`src/chp_defs.svh`:
```
// Constants of the compass host command port: timing, characters, fields, offsets.
// Assumes a 25 MHz core clock on both ends of the link.
`ifndef CHP_DEFS_SVH
`define CHP_DEFS_SVH
// ==========================================================================
// Timing
`define CHP_CLK_PERIOD_NS 40
`define CHP_T_CS_MIN_NS   20000
`define CHP_T_SCK_HIGH_NS 16000
`define CHP_T_SCK_LOW_NS  22000
`define CHP_T_GAP_NS      50000
`define CHP_CS_MIN_CYC    ((`CHP_T_CS_MIN_NS + `CHP_CLK_PERIOD_NS - 1) / `CHP_CLK_PERIOD_NS)
`define CHP_SCK_HIGH_CYC  (`CHP_T_SCK_HIGH_NS / `CHP_CLK_PERIOD_NS)
`define CHP_SCK_LOW_CYC   (`CHP_T_SCK_LOW_NS / `CHP_CLK_PERIOD_NS)
`define CHP_GAP_CYC       ((`CHP_T_GAP_NS + `CHP_CLK_PERIOD_NS - 1) / `CHP_CLK_PERIOD_NS)
// ==========================================================================
// Characters
`define CHP_CH_START 8'h73
`define CHP_CH_ERR   8'h65
`define CHP_CH_HUP   8'h48
`define CHP_CH_HLO   8'h68
`define CHP_CH_HASH  8'h23
`define CHP_CH_D     8'h44
`define CHP_CH_EQ    8'h3d
`define CHP_CH_I     8'h49
`define CHP_CH_CR    8'h0d
`define CHP_CH_LF    8'h0a
`define CHP_CH_ZERO  8'h30
// ==========================================================================
// Configuration word fields
`define CHP_CFG_SPLIT_BIT 10
`define CHP_CFG_ALARM_BIT 9
`define CHP_CFG_WARN_BIT  8
`define CHP_CFG_ONE_BIT   5
`define CHP_CFG_HOUT_BIT  3
`define CHP_CFG_MOUT_BIT  1
// ==========================================================================
// Controller registers (byte offsets)
`define CHP_REG_CMD      8'h00
`define CHP_REG_STATUS   8'h04
`define CHP_REG_DATA     8'h08
`define CHP_REG_IRQ_STAT 8'h0c
`define CHP_REG_IRQ_MASK 8'h10
`define CHP_IRQ_DONE_BIT 0
`define CHP_IRQ_ERR_BIT  1
`define CHP_RESP_OKAY    2'h0
`define CHP_RESP_SLVERR  2'h2
`endif

```
`src/chp_pkg.sv`:
```
// Types shared by both ends of the compass host command port.
// Assumes chp_defs.svh for the character codes.
`include "chp_defs.svh"
package chp_pkg;
  // ==========================================================================
  // State machines
  typedef enum logic [3:0] {
    DEV_IDLE = 4'h1,
    DEV_LOW  = 4'h2,
    DEV_HIGH = 4'h4,
    DEV_DONE = 4'h8
  } chp_dev_st_t;

  typedef enum logic [2:0] {
    HST_IDLE = 3'h1,
    HST_RUN  = 3'h2,
    HST_END  = 3'h4
  } chp_hst_st_t;

  // ==========================================================================
  // Whole state of each end
  typedef struct packed {
    chp_dev_st_t st;
    logic [10:0] cnt;
    logic [2:0]  bitn;
    logic [1:0]  byten;
    logic        last;
    logic [7:0]  tx;
    logic [7:0]  rx;
    logic [15:0] head;
    logic        sck;
    logic        sdo;
    logic [1:0]  cs_sync;
    logic [1:0]  sdi_sync;
    logic        warn;
    logic        alarm;
    logic [15:0] cfg;
    logic        rp_busy;
    logic        rp_inv;
    logic        rp_lead;
    logic [3:0]  rp_idx;
    logic [15:0] rp_val;
    logic [7:0]  rp_data;
    logic        rp_valid;
  } chp_dev_state_t;

  typedef struct packed {
    chp_hst_st_t st;
    logic [7:0]  cmd_sh;
    logic        is_head;
    logic [7:0]  rx;
    logic [2:0]  bitn;
    logic [1:0]  byten;
    logic [7:0]  echo;
    logic [15:0] data;
    logic [1:0]  sck_sync;
    logic        sck_prev;
    logic [1:0]  sdo_sync;
    logic        cs_n;
    logic        sdi;
    logic [1:0]  irq_stat;
    logic [1:0]  irq_mask;
    logic        aw_have;
    logic [7:0]  aw_addr;
    logic        w_have;
    logic [31:0] w_data;
    logic [3:0]  w_strb;
    logic        bvalid;
    logic [1:0]  bresp;
    logic        rvalid;
    logic [31:0] rdata;
    logic [1:0]  rresp;
  } chp_hst_state_t;

  // Heading readout is asked for by either case of the letter
  function automatic logic chp_is_heading(input logic [7:0] c);
    return (c == `CHP_CH_HUP) || (c == `CHP_CH_HLO);
  endfunction
endpackage

```
`src/chp_link_if.sv`:
```
// Serial link between the compass port and its host controller.
// Assumes both ends sit on their own core clocks; the link is sampled, not clocked.
`timescale 1ns/10ps
interface chp_link_if;
  logic cs_n;
  logic sdi;
  logic sck;
  logic sdo;

  // Compass end makes the clock and the data out
  modport dev  (input cs_n, input sdi, output sck, output sdo);
  // Host end owns chip select and the command line
  modport host (output cs_n, output sdi, input sck, input sdo);
endinterface

```
`src/chp_dev.sv`:
```
// Compass end of the host command port: serial heading readout and ASCII replies.
// Assumes cs_n and sdi come from another clock domain; user inputs are on clock_i.
//
// Register access over AXI4-Lite and the register addresses were decided locally.
`timescale 1ns/10ps
`include "chp_defs.svh"

// Operation
// - Configuration query reports 16-bit word in decimal
// - Bit 10 shows separate filter selection
// - Bit 9 sticks after below minus twenty
// - Bit 8 sticks after below minus ten
// - Bit 3 shows heading output selected
// - Bit 1 shows magnetometer output selected
// - Data reply: prefix, value, CR LF
// - Invalid command gets invalid reply, CR LF
// - Clock idles low, change after falling
// - Device drives clock and data out
// - Host holds chip select low twenty microseconds
// - Device sends s while receiving command
// - Valid command: send data, end session
// - Invalid command: send e, end session
// - Heading command: two bytes, MSB first
// - Clock high 16 us, low 22 us
// - Fifty microsecond gap between bytes
module chp_dev (
  // Clock and reset
  input  wire logic        clock_i,
  input  wire logic        rst_n_i,
  // Link to the host
  chp_link_if.dev          link,
  // Measurement and mode inputs
  input  wire logic [11:0] heading_i,
  input  wire logic        separate_filter_select_i,
  input  wire logic        temp_below_m10_i,
  input  wire logic        temp_below_m20_i,
  input  wire logic        heading_out_sel_i,
  input  wire logic        mag_out_sel_i,
  // Command reply stream
  input  wire logic        configuration_query_i,
  input  wire logic        invalid_cmd_i,
  input  wire logic        reply_ready_i,
  output logic      [7:0]  reply_data_o,
  output logic             reply_valid_o,
  output logic             reply_busy_o,
  output logic      [15:0] config_status_o
);
  chp_pkg::chp_dev_state_t state_ff;
  chp_pkg::chp_dev_state_t nxt_state;

  // Character of the reply at a given position; positions 3..7 are the digits
  function automatic logic [7:0] reply_char(input logic [3:0] idx, input logic inv, input logic [15:0] v);
    logic [15:0] d;
    d = 16'h0000;
    unique case (idx)
      4'h3: d = v / 16'd10000;
      4'h4: d = (v / 16'd1000) % 16'd10;
      4'h5: d = (v / 16'd100) % 16'd10;
      4'h6: d = (v / 16'd10) % 16'd10;
      4'h7: d = v % 16'd10;
      default: d = 16'h0000;
    endcase
    unique case (idx)
      4'h0: reply_char = `CHP_CH_HASH;
      4'h1: reply_char = inv ? `CHP_CH_I : `CHP_CH_D;
      4'h2: reply_char = `CHP_CH_EQ;
      4'h8: reply_char = `CHP_CH_CR;
      4'h9: reply_char = `CHP_CH_LF;
      default: reply_char = `CHP_CH_ZERO + d[7:0];
    endcase
  endfunction

  // ==========================================================================
  // Next state
  always_comb begin
    logic cs_n_s;
    logic sdi_s;
    logic [10:0] low_lim;
    logic [7:0] nb;
    logic [7:0] ch;
    nxt_state = state_ff;
    // Second synchroniser stage is the only one the logic reads
    cs_n_s = state_ff.cs_sync[1];
    sdi_s = state_ff.sdi_sync[1];
    nxt_state.cs_sync = {state_ff.cs_sync[0], link.cs_n};
    nxt_state.sdi_sync = {state_ff.sdi_sync[0], link.sdi};
    nb = 8'h00;
    ch = 8'h00;
    low_lim = (state_ff.bitn == 3'h0 && state_ff.byten != 2'h0) ? 11'(`CHP_GAP_CYC) : 11'(`CHP_SCK_LOW_CYC);

    // Temperature flags hold for the session: only reset clears them
    // Sticky cold warning
    if (temp_below_m10_i) begin
      nxt_state.warn = 1'b1;
    end
    if (temp_below_m20_i) begin
      nxt_state.alarm = 1'b1;
    end
    nxt_state.cfg = 16'h0000;
    nxt_state.cfg[`CHP_CFG_SPLIT_BIT] = separate_filter_select_i;
    nxt_state.cfg[`CHP_CFG_ALARM_BIT] = state_ff.alarm;
    nxt_state.cfg[`CHP_CFG_WARN_BIT] = state_ff.warn;
    nxt_state.cfg[`CHP_CFG_ONE_BIT] = 1'b1;
    nxt_state.cfg[`CHP_CFG_HOUT_BIT] = heading_out_sel_i;
    nxt_state.cfg[`CHP_CFG_MOUT_BIT] = mag_out_sel_i;

    // Serial session engine
    unique case (state_ff.st)
      chp_pkg::DEV_IDLE: begin
        nxt_state.sck = 1'b0;
        nxt_state.sdo = 1'b0;
        if (!cs_n_s) begin
          nxt_state.cnt = state_ff.cnt + 11'h001;
          // Session opens after minimum select time
          if (state_ff.cnt == 11'(`CHP_CS_MIN_CYC - 1)) begin
            ch = `CHP_CH_START;
            nxt_state.sdo = ch[7];
            nxt_state.tx = {ch[6:0], 1'b0};
            nxt_state.bitn = 3'h0;
            nxt_state.byten = 2'h0;
            nxt_state.last = 1'b0;
            nxt_state.head = {4'h0, heading_i};
            nxt_state.cnt = 11'h000;
            nxt_state.st = chp_pkg::DEV_LOW;
          end
        end else begin
          nxt_state.cnt = 11'h000;
        end
      end
      chp_pkg::DEV_LOW: begin
        nxt_state.cnt = state_ff.cnt + 11'h001;
        if (state_ff.cnt == low_lim - 11'h001) begin
          nxt_state.cnt = 11'h000;
          nxt_state.sck = 1'b1;
          // Sample command bit at rising edge
          nxt_state.rx = {state_ff.rx[6:0], sdi_s};
          nxt_state.st = chp_pkg::DEV_HIGH;
        end
      end
      chp_pkg::DEV_HIGH: begin
        nxt_state.cnt = state_ff.cnt + 11'h001;
        if (state_ff.cnt == 11'(`CHP_SCK_HIGH_CYC - 1)) begin
          nxt_state.cnt = 11'h000;
          nxt_state.sck = 1'b0;
          nxt_state.st = chp_pkg::DEV_LOW;
          if (state_ff.bitn != 3'h7) begin
            // New bit right after falling edge
            nxt_state.bitn = state_ff.bitn + 3'h1;
            nxt_state.sdo = state_ff.tx[7];
            nxt_state.tx = {state_ff.tx[6:0], 1'b0};
          end else if (state_ff.last) begin
            nxt_state.sdo = 1'b0;
            nxt_state.st = chp_pkg::DEV_DONE;
          end else begin
            nxt_state.bitn = 3'h0;
            nxt_state.byten = state_ff.byten + 2'h1;
            if (state_ff.byten == 2'h0) begin
              if (chp_pkg::chp_is_heading(state_ff.rx)) begin
                nb = state_ff.head[15:8];
                nxt_state.last = 1'b0;
              end else begin
                nb = `CHP_CH_ERR;
                nxt_state.last = 1'b1;
              end
            end else begin
              nb = state_ff.head[7:0];
              nxt_state.last = 1'b1;
            end
            nxt_state.sdo = nb[7];
            nxt_state.tx = {nb[6:0], 1'b0};
          end
        end
      end
      chp_pkg::DEV_DONE: begin
        nxt_state.sck = 1'b0;
        nxt_state.sdo = 1'b0;
      end
      default: nxt_state.st = chp_pkg::DEV_IDLE;
    endcase
    // Released select ends any session and rearms
    if (cs_n_s && state_ff.st != chp_pkg::DEV_IDLE) begin
      nxt_state.st = chp_pkg::DEV_IDLE;
      nxt_state.sck = 1'b0;
      nxt_state.sdo = 1'b0;
      nxt_state.cnt = 11'h000;
    end

    // Reply stream; a request while one is running is dropped
    if (!state_ff.rp_busy) begin
      if (configuration_query_i || invalid_cmd_i) begin
        nxt_state.rp_busy = 1'b1;
        nxt_state.rp_inv = !configuration_query_i;
        nxt_state.rp_val = state_ff.cfg;
        nxt_state.rp_idx = 4'h0;
        nxt_state.rp_lead = 1'b1;
      end
    end
    if (!state_ff.rp_valid || reply_ready_i) begin
      nxt_state.rp_valid = 1'b0;
      if (state_ff.rp_busy) begin
        ch = reply_char(state_ff.rp_idx, state_ff.rp_inv, state_ff.rp_val);
        nxt_state.rp_idx = state_ff.rp_idx + 4'h1;
        if (state_ff.rp_idx == 4'h9) begin
          nxt_state.rp_busy = 1'b0;
        end
        if (state_ff.rp_inv && state_ff.rp_idx == 4'h1) begin
          // Invalid reply skips to its line end
          nxt_state.rp_idx = 4'h8;
        end
        // Leading zeros suppressed, last digit always sent
        if (state_ff.rp_idx >= 4'h3 && state_ff.rp_idx <= 4'h6 && state_ff.rp_lead && ch == `CHP_CH_ZERO) begin
          nxt_state.rp_valid = 1'b0;
        end else begin
          nxt_state.rp_valid = 1'b1;
          nxt_state.rp_data = ch;
          if (state_ff.rp_idx >= 4'h3) begin
            nxt_state.rp_lead = 1'b0;
          end
        end
      end
    end
  end

  // ==========================================================================
  // State register
  always_ff @(posedge clock_i or negedge rst_n_i) begin
    if (!rst_n_i) begin
      state_ff <= '0;
      state_ff.st <= chp_pkg::DEV_IDLE;
      state_ff.cs_sync <= 2'h3;
    end else begin
      state_ff <= nxt_state;
    end
  end

  // Outputs straight from flops
  assign link.sck = state_ff.sck;
  assign link.sdo = state_ff.sdo;
  assign reply_data_o = state_ff.rp_data;
  assign reply_valid_o = state_ff.rp_valid;
  assign reply_busy_o = state_ff.rp_busy;
  assign config_status_o = state_ff.cfg;
endmodule

```
`src/flat_wrapper.sv`:
```
// flat-port wrapper written by rule: the top's interface ports become plain ports
module chp_dev_flat 
  (clock_i, rst_n_i, heading_i, separate_filter_select_i, temp_below_m10_i, temp_below_m20_i, heading_out_sel_i, mag_out_sel_i, configuration_query_i, invalid_cmd_i, reply_ready_i, reply_data_o, reply_valid_o, reply_busy_o, config_status_o, link_cs_n, link_sdi, link_sck, link_sdo);
  chp_link_if link_i ();
  input  wire logic clock_i;
  input  wire logic rst_n_i;
  input  wire logic [11:0] heading_i;
  input  wire logic separate_filter_select_i;
  input  wire logic temp_below_m10_i;
  input  wire logic temp_below_m20_i;
  input  wire logic heading_out_sel_i;
  input  wire logic mag_out_sel_i;
  input  wire logic configuration_query_i;
  input  wire logic invalid_cmd_i;
  input  wire logic reply_ready_i;
  output logic      [7:0] reply_data_o;
  output logic reply_valid_o;
  output logic reply_busy_o;
  output logic      [15:0] config_status_o;
  input wire logic [$bits(link_i.cs_n)-1:0] link_cs_n;
  input wire logic [$bits(link_i.sdi)-1:0] link_sdi;
  output wire logic [$bits(link_i.sck)-1:0] link_sck;
  output wire logic [$bits(link_i.sdo)-1:0] link_sdo;
  assign link_i.cs_n = link_cs_n;
  assign link_i.sdi = link_sdi;
  assign link_sck = link_i.sck;
  assign link_sdo = link_i.sdo;
  chp_dev u_core (.clock_i(clock_i), .rst_n_i(rst_n_i), .link(link_i), .heading_i(heading_i), .separate_filter_select_i(separate_filter_select_i), .temp_below_m10_i(temp_below_m10_i), .temp_below_m20_i(temp_below_m20_i), .heading_out_sel_i(heading_out_sel_i), .mag_out_sel_i(mag_out_sel_i), .configuration_query_i(configuration_query_i), .invalid_cmd_i(invalid_cmd_i), .reply_ready_i(reply_ready_i), .reply_data_o(reply_data_o), .reply_valid_o(reply_valid_o), .reply_busy_o(reply_busy_o), .config_status_o(config_status_o));
endmodule
```
`config.mk`:
```
export PLATFORM = sky130hd
export DESIGN_NAME = chp_dev_flat
export DESIGN_NICKNAME = d
export VERILOG_FILES = /design/src/chp_pkg.sv /design/src/chp_link_if.sv /design/src/chp_dev.sv /design/src/flat_wrapper.sv
export VERILOG_INCLUDE_DIRS = /design/src
export SDC_FILE = /design/constraint.sdc
export NUM_CORES = 1
export LEC_CHECK = 0
export ABC_CLOCK_PERIOD_IN_PS = 26900
export CAP_MARGIN = 20
export CORE_UTILIZATION = 29
export DETAILED_ROUTE_END_ITERATION = 12
export DONT_BUFFER_PORTS = 1
export HOLD_SLACK_MARGIN = 0.12
export PLACE_DENSITY = 0.45
export SETUP_SLACK_MARGIN = 0.3
export SKIP_LAST_GASP = 1
export SYNTH_ARGS = -nofsm -noshare
export SYNTH_HDL_FRONTEND = slang
export SYNTH_SLANG_ARGS = --single-unit
```
`constraint.sdc`:
```
create_clock -name clock_i -period 26.9 [get_ports clock_i]
set_input_delay 5.38 -clock clock_i [delete_from_list [all_inputs] [get_ports clock_i]]
set_output_delay 5.38 -clock clock_i [all_outputs]
set_load 0.02 [all_outputs]
```
# Word level (Yosys, flattened, before mapping)
# Cells that the tools add are included.
# op_classes
n_addsub	6
n_div	8
n_lt_le_gt_ge	2
eq_ne	32
n_mux	47
bitwise_logic	3
n_reduce_logical	30
# ops
operator	count
$pmux W8 S5	2
$mux W29	2
$mod A16 B4 Y16 const B	3
$mux W8	6
$mux W23	2
$pmux W11 S3	1
$mux W15	2
$mux W14	2
$pmux W14 S2	1
$eq A11 B9 Y1 const B	2
$mux W11	2
$eq A4 B3 Y1 const B	5
$mux W4	5
$div A11 B10 Y16 const B	1
$div A11 B14 Y16 const B	1
$div A11 B4 Y16 const B	1
$div A11 B7 Y16 const B	1
$eq A8 B7 Y1 const B	2
$mod A11 B4 Y16 const B	1
$pmux W4 S4	1
$reduce_and A5 Y1	3
$eq A4 B2 Y1 const B	3
$eq A4 B4 Y1 const B	3
$mux W1	12
36 further kinds	64
# word_totals
reg_bits	85
inputBits	24
output_inout_bits	28

# Logic depth before layout (Yosys ltp)
# depth
depth_word	14
mapped_depth	135
depth_no_buf	127

# Least setup slack after synthesis
# OpenSTA, ideal clock, no wires.
# synth_path
path_kind	flip-flop to flip-flop
start	register u_core.state_ff[25] (netlist name)
end	register u_core.state_ff (netlist bit u_core.reply_data_o[0])
setup_ps	128
arrival_time_ps	24862
setup_slack_ps	1910
stages_incl_launch_ff	123
synth_period_minus_slack_ps	24990
cell_sequence	dfrtp_1 inv_1 ha_1 clkbuf_1 nand3b_1 inv_1 nor2_1 ha_1 o211ai_1 nand2_1 o21ai_0 and2_1 inv_1 ha_1 and2_1 or4_4 o31a_1 a21oi_1 [... 87 more ...] nor3b_1 o2111ai_1 nand3b_1 nor4b_1 o21ai_2 nor2_1 clkbuf_1 nand2_1 o21ai_0 ha_1 a21oi_1 nor2b_1 o21ai_0 or4bb_1 o31ai_1 or3b_4 o31ai_4 mux2_1
# synth_via
elab_chain_cells	12
elab_cells_between_ends	25
cone_classes	1 x add/sub; 2 x order compare; 10 x eq/ne; 6 x mux; 1 x bitwise; 5 x reduce/logical
# synth_rtl
item	line	text
start, declared	chp_dev.sv:48	chp_pkg::chp_dev_state_t state_ff;
start signal, assigned	chp_dev.sv:232	state_ff <= nxt_state;
$eq A4 B3 Y1 or $eq A4 B2 Y1 (tied branches)	chp_dev.sv:55	unique case (idx)
$pmux W8 S5	chp_dev.sv:55	
$mux W8	chp_dev.sv:200	if (state_ff.rp_busy) begin
$mux W8	chp_dev.sv:198	if (!state_ff.rp_valid || reply_ready_i) begin
$add A6 B8 Y8 (no source line)	n/a	
$pmux W8 S5	chp_dev.sv:63	unique case (idx)
$mux W8	chp_dev.sv:200	
$mux W8	chp_dev.sv:198	
$eq A8 B6 Y1 (no source line)	n/a	
$logic_and A1 B1 Y1 (no source line)	n/a	
$not A1 Y1 (no source line)	n/a	
$reduce_and A3 Y1 (no source line)	n/a	
# Several ways; a longest one is shown, not always the timed one. The select of a mux whose other input is x is not followed.
# A chain may end at the register's enable or synchronous reset.

# Final worst setup path
# layout_path
start	register u_core.state_ff[25] (netlist name)
end	register u_core.state_ff (netlist bit u_core.reply_valid_o)
# layout_via
elab_chain_cells	12
elab_cells_between_ends	25
cone_classes	1 x add/sub; 2 x order compare; 10 x eq/ne; 8 x mux; 4 x reduce/logical
# layout_rtl
item	line	text
$eq A4 B3 Y1 or $eq A4 B2 Y1 (tied branches)	chp_dev.sv:55	
$pmux W8 S5	chp_dev.sv:55	
$mux W8	chp_dev.sv:200	
$mux W8	chp_dev.sv:198	
$add A6 B8 Y8 (no source line)	n/a	
$pmux W8 S5	chp_dev.sv:63	
$mux W8	chp_dev.sv:200	
$mux W8	chp_dev.sv:198	
$eq A8 B6 Y1 (no source line)	n/a	
$logic_and A1 B1 Y1 (no source line) (*)	n/a	
$mux W1 (*)	chp_dev.sv:211	if (state_ff.rp_idx >= 4'h3 && state_ff.rp_idx <= 4'h6 && state_ff.rp_lead && ch == `CHP_CH_ZERO) begin
$mux W1 (*)	chp_dev.sv:200	
# Mark *: on every way between the ends. The rest lies on a longest branch, timed or not. The select of a mux whose other input is x is not followed.

==> flow_summary.yaml <==
status:
  status: "complete, no violations"
drt:
  wl_um: 32810
  vias: 10400
  drt_pass1_iterations: 7
  wl_met2_um: 16180
  met1_length_um: 15050
  vias_per_cell: 5.356
  ant_nets: 0
  drc_errors: 0
  avgRoutedWirePerCell_um: 16.90
  dr.max_layer_used: "met5"
  wl_met3_um: 1176
  drtIter0Drc: 472
min_path:
  hold_depth: 0
  hold_path.startpoint: "u_core.nxt_state[51]"
  min_path_type: "register to register"
  holdPathEnd: "u_core.state_ff[51]"
synth:
  yosysTopAreaCell: "dfrtp_1"
  netlist_instances: 1394
  synth_area_leaders: "dfrtp_1, ha_1, nor2_1, a21oi_1, mux2_2"
  synth_top_area_share_pct: 18.53
  async_flop_share_pct: 100.0
  ys_seq_area_share_pct: 19.25
  ys_seq_elements: 84
  synth_edf_count: 0
  synthFlopType: "dfrtp_1"
  synth_cell_types: 110
  yosysMostFrequentCell: "nor2_1"
  ys_warn_count: 0
  netlist_area_mm2: 0.01094
  avgSynthCellArea_um2: 7.846
  synthTopCellsByCount: "nor2_1, nand2_1, a21oi_1"
placed_design:
  place_inst: 1907
  place_congestion: 0.8881
  io_buffers: 0
  hpwl_um: 25650
timing:
  final_hold_viol_count: 0
  rsz0062_at_grt: "no"
  period_minus_slack_ps: 25190
  slew_headroom_pct: 34.36
  max_freq_ghz: 0.03970
  slew_violations: 0
  holdWs_ps: 347.4
  setup-violations-final: 0
  fin_skew_ps: 8.469
  setup_tns_ps: 0
  fin_crit_sh_pct: 93.64
  tightest_slew_ps: 975.6
setup_path:
  slowest_delay_ps: 550
  slowest_stage: "or4bb_1"
  cpMostUsedCell: "ha_1"
  rrSetupSlack_ps: 1710
  worstReg2RegEnd: "u_core.reply_valid_o"
  worst_ep_arrival_time_ps: 25430
  r2r-start: "u_core.state_ff[25]"
  end_kind: "register"
  worstPathRequired_ps: 27140
  reg2reg_depth: 110
  critPathKind: "register to register"
  start_kind: "register"
  cp_max_fo: 8
cells_and_area:
  fin_cells: 1941
  fin_nets: 1556
  area_growth_pct: 13.00
  nFillCells: 3940
  antenna_cells: 0
  drive_gt1_share_pct: 16.21
floorplan:
  io_pins: 52
  start_util_pct: 29.66
  std_cell_rows: 70
  die_w_um: 196.2
  die_area_mm2: 0.03850
  coreArea_mm2: 0.03687
  die_height_um: 196.2
clock_network:
  clkSlewWorstSetupHoldPaths_ps: 70
  clock_path_buffers: 2
  cts_buffers: 9
  insertion_delay_ps: 340
  cts_tree: "yes"
  cts_htree_levels: 3
  clock-sinks: 84
  cts-root-buf: "clkbuf_16"
pwr:
  peakVddDrop_v: 0.00003295
  p_total_uw: 723.7
  p_per_area_mw_per_mm2: 58.55
  leakagePower_uw: 0.005438
job:
  drv_cap: 0
global_routing:
  grt_pass1_wl_um: 53120
  first_global_vias: 10150
  grt_overflow: 0
  antenna_found_initial: 2
  grt_usage_pct: 16.94
  grt_max_degree: 85
-- kinds of logic after synthesis --
family | count (synthesis) | synth area share (%)
AO/OA/AOI/OAI | 455 | 29.27
XOR/XNOR | 55 | 4.404
buffers and inverters | 126 | 5.399
multiplexers | 64 | 6.577
flip-flops | 84 | 19.25
other | 2 | 0.06866
adder cells (fa/ha/maj) | 100 | 11.42
AND/OR/NAND/NOR | 508 | 23.61
-- state kept, by name, summed over array words and instances (netlist names) --
name / flops
u_core.reply_data_o: 8
u_core.reply_valid_o: 1
u_core.link.sdo: 1
u_core.config_status_o: 6
u_core.link.sck: 1
u_core.reply_busy_o: 1
u_core.nxt_state: 4
u_core.state_ff: 62
-- stage by stage --
step | instance area, µm² | setup slack [ps] | utilization (%)
2_1_floorplan | 11010 | 1910 | -
6_report | 12360 | 1711 | 33.52
5_1_grt | 12360 | 171.9 | 33.52
3_3_place_gp | 11710 | 436.6 | 31.75
4_1_cts | 11980 | 406.7 | 32.48
3_5_place_dp | 11710 | 178.3 | 31.75
-- critical path: cells and delay by family (launching register included) --
kind	cells	cell delay [ps]
compound gates	43	8730
simple gates	37	8520
flops	1	420
buf+inv	9	1270
mux	8	2310
fa+ha+maj	13	3820
-- repair_timing --
action	CTS	global route
pin swaps	0	14
hold buffers	0	0
setup endpoints to repair	7	10
hold endpoints to repair	0	0
buffers inserted	0	18
gates resized for setup	3	62
-- routing by layer --
metal / GRT usage [%] / vias up
li1: - / 5274
met1: 21.43 / 4924
met2: 30.22 / 171
met3: 2.132 / 25
met4: 4.225 / 2
met5: 0 / -
-- placed cells by master, fill, tap and decap left out, types with 9 or more instances in the layout --
cell         n
mux2_2      42
o21ai_1     12
buf_4       73
nand2b_1    31
mux2i_1     13
xor2_1      21
conb_1      21
nor2b_1     15
o31ai_1     10
nand4_1     10
a211oi_1    15
o22ai_1     11
a22o_1       9
nand2_1    109
o211ai_1    18
and2_1      19
nor4_1      17
or3_1       10
inv_1       58
ha_1        93
o21ai_0     87
nand3_1     38
clkbuf_16    9
xnor2_1     34
nor3_1      36
a21o_1      21
a21oi_1     94
dfrtp_1     81
and3_1      16
o21a_1      24
nor2_1     132
a31oi_1     17
-- power breakdown --
group / leakage, µW / total, µW / switching [µW] / internal [µW]
combinational: 0.00424 / 441 / 261 / 180
clock: 0.000119 / 113 / 50.4 / 62.5
sequential: 0.00108 / 170 / 28.9 / 141
-- worst max-delay path by stage --
stage	cells after the start	endpoint	from	slack, ps
floorplan	122	u_core.reply_data_o[0]	u_core.state_ff[25]	1910
global placement	106	u_core.reply_data_o[4]	u_core.state_ff[25]	440
detailed placement	108	u_core.reply_data_o[4]	u_core.state_ff[26]	180
CTS	108	u_core.reply_data_o[4]	u_core.state_ff[26]	410
global route	114	u_core.reply_data_o[5]	u_core.state_ff[25]	170
finish	110	u_core.reply_valid_o	u_core.state_ff[25]	1710
-- layout make-up --
cell class / instances / area [µm²] / share of cell area (%)
clock inverters: 3 / 23.77 / 0.1923
inverters: 60 / 225.2 / 1.822
clock buffers: 12 / 236.5 / 1.913
repair buffers: 75 / 573.1 / 4.637
flip-flops and latches: 84 / 2106 / 17.04
well taps: 504 / 630.6 / 5.102
multi-input cells: 1203 / 8564 / 69.30
(Power assumes the default switching activity.)
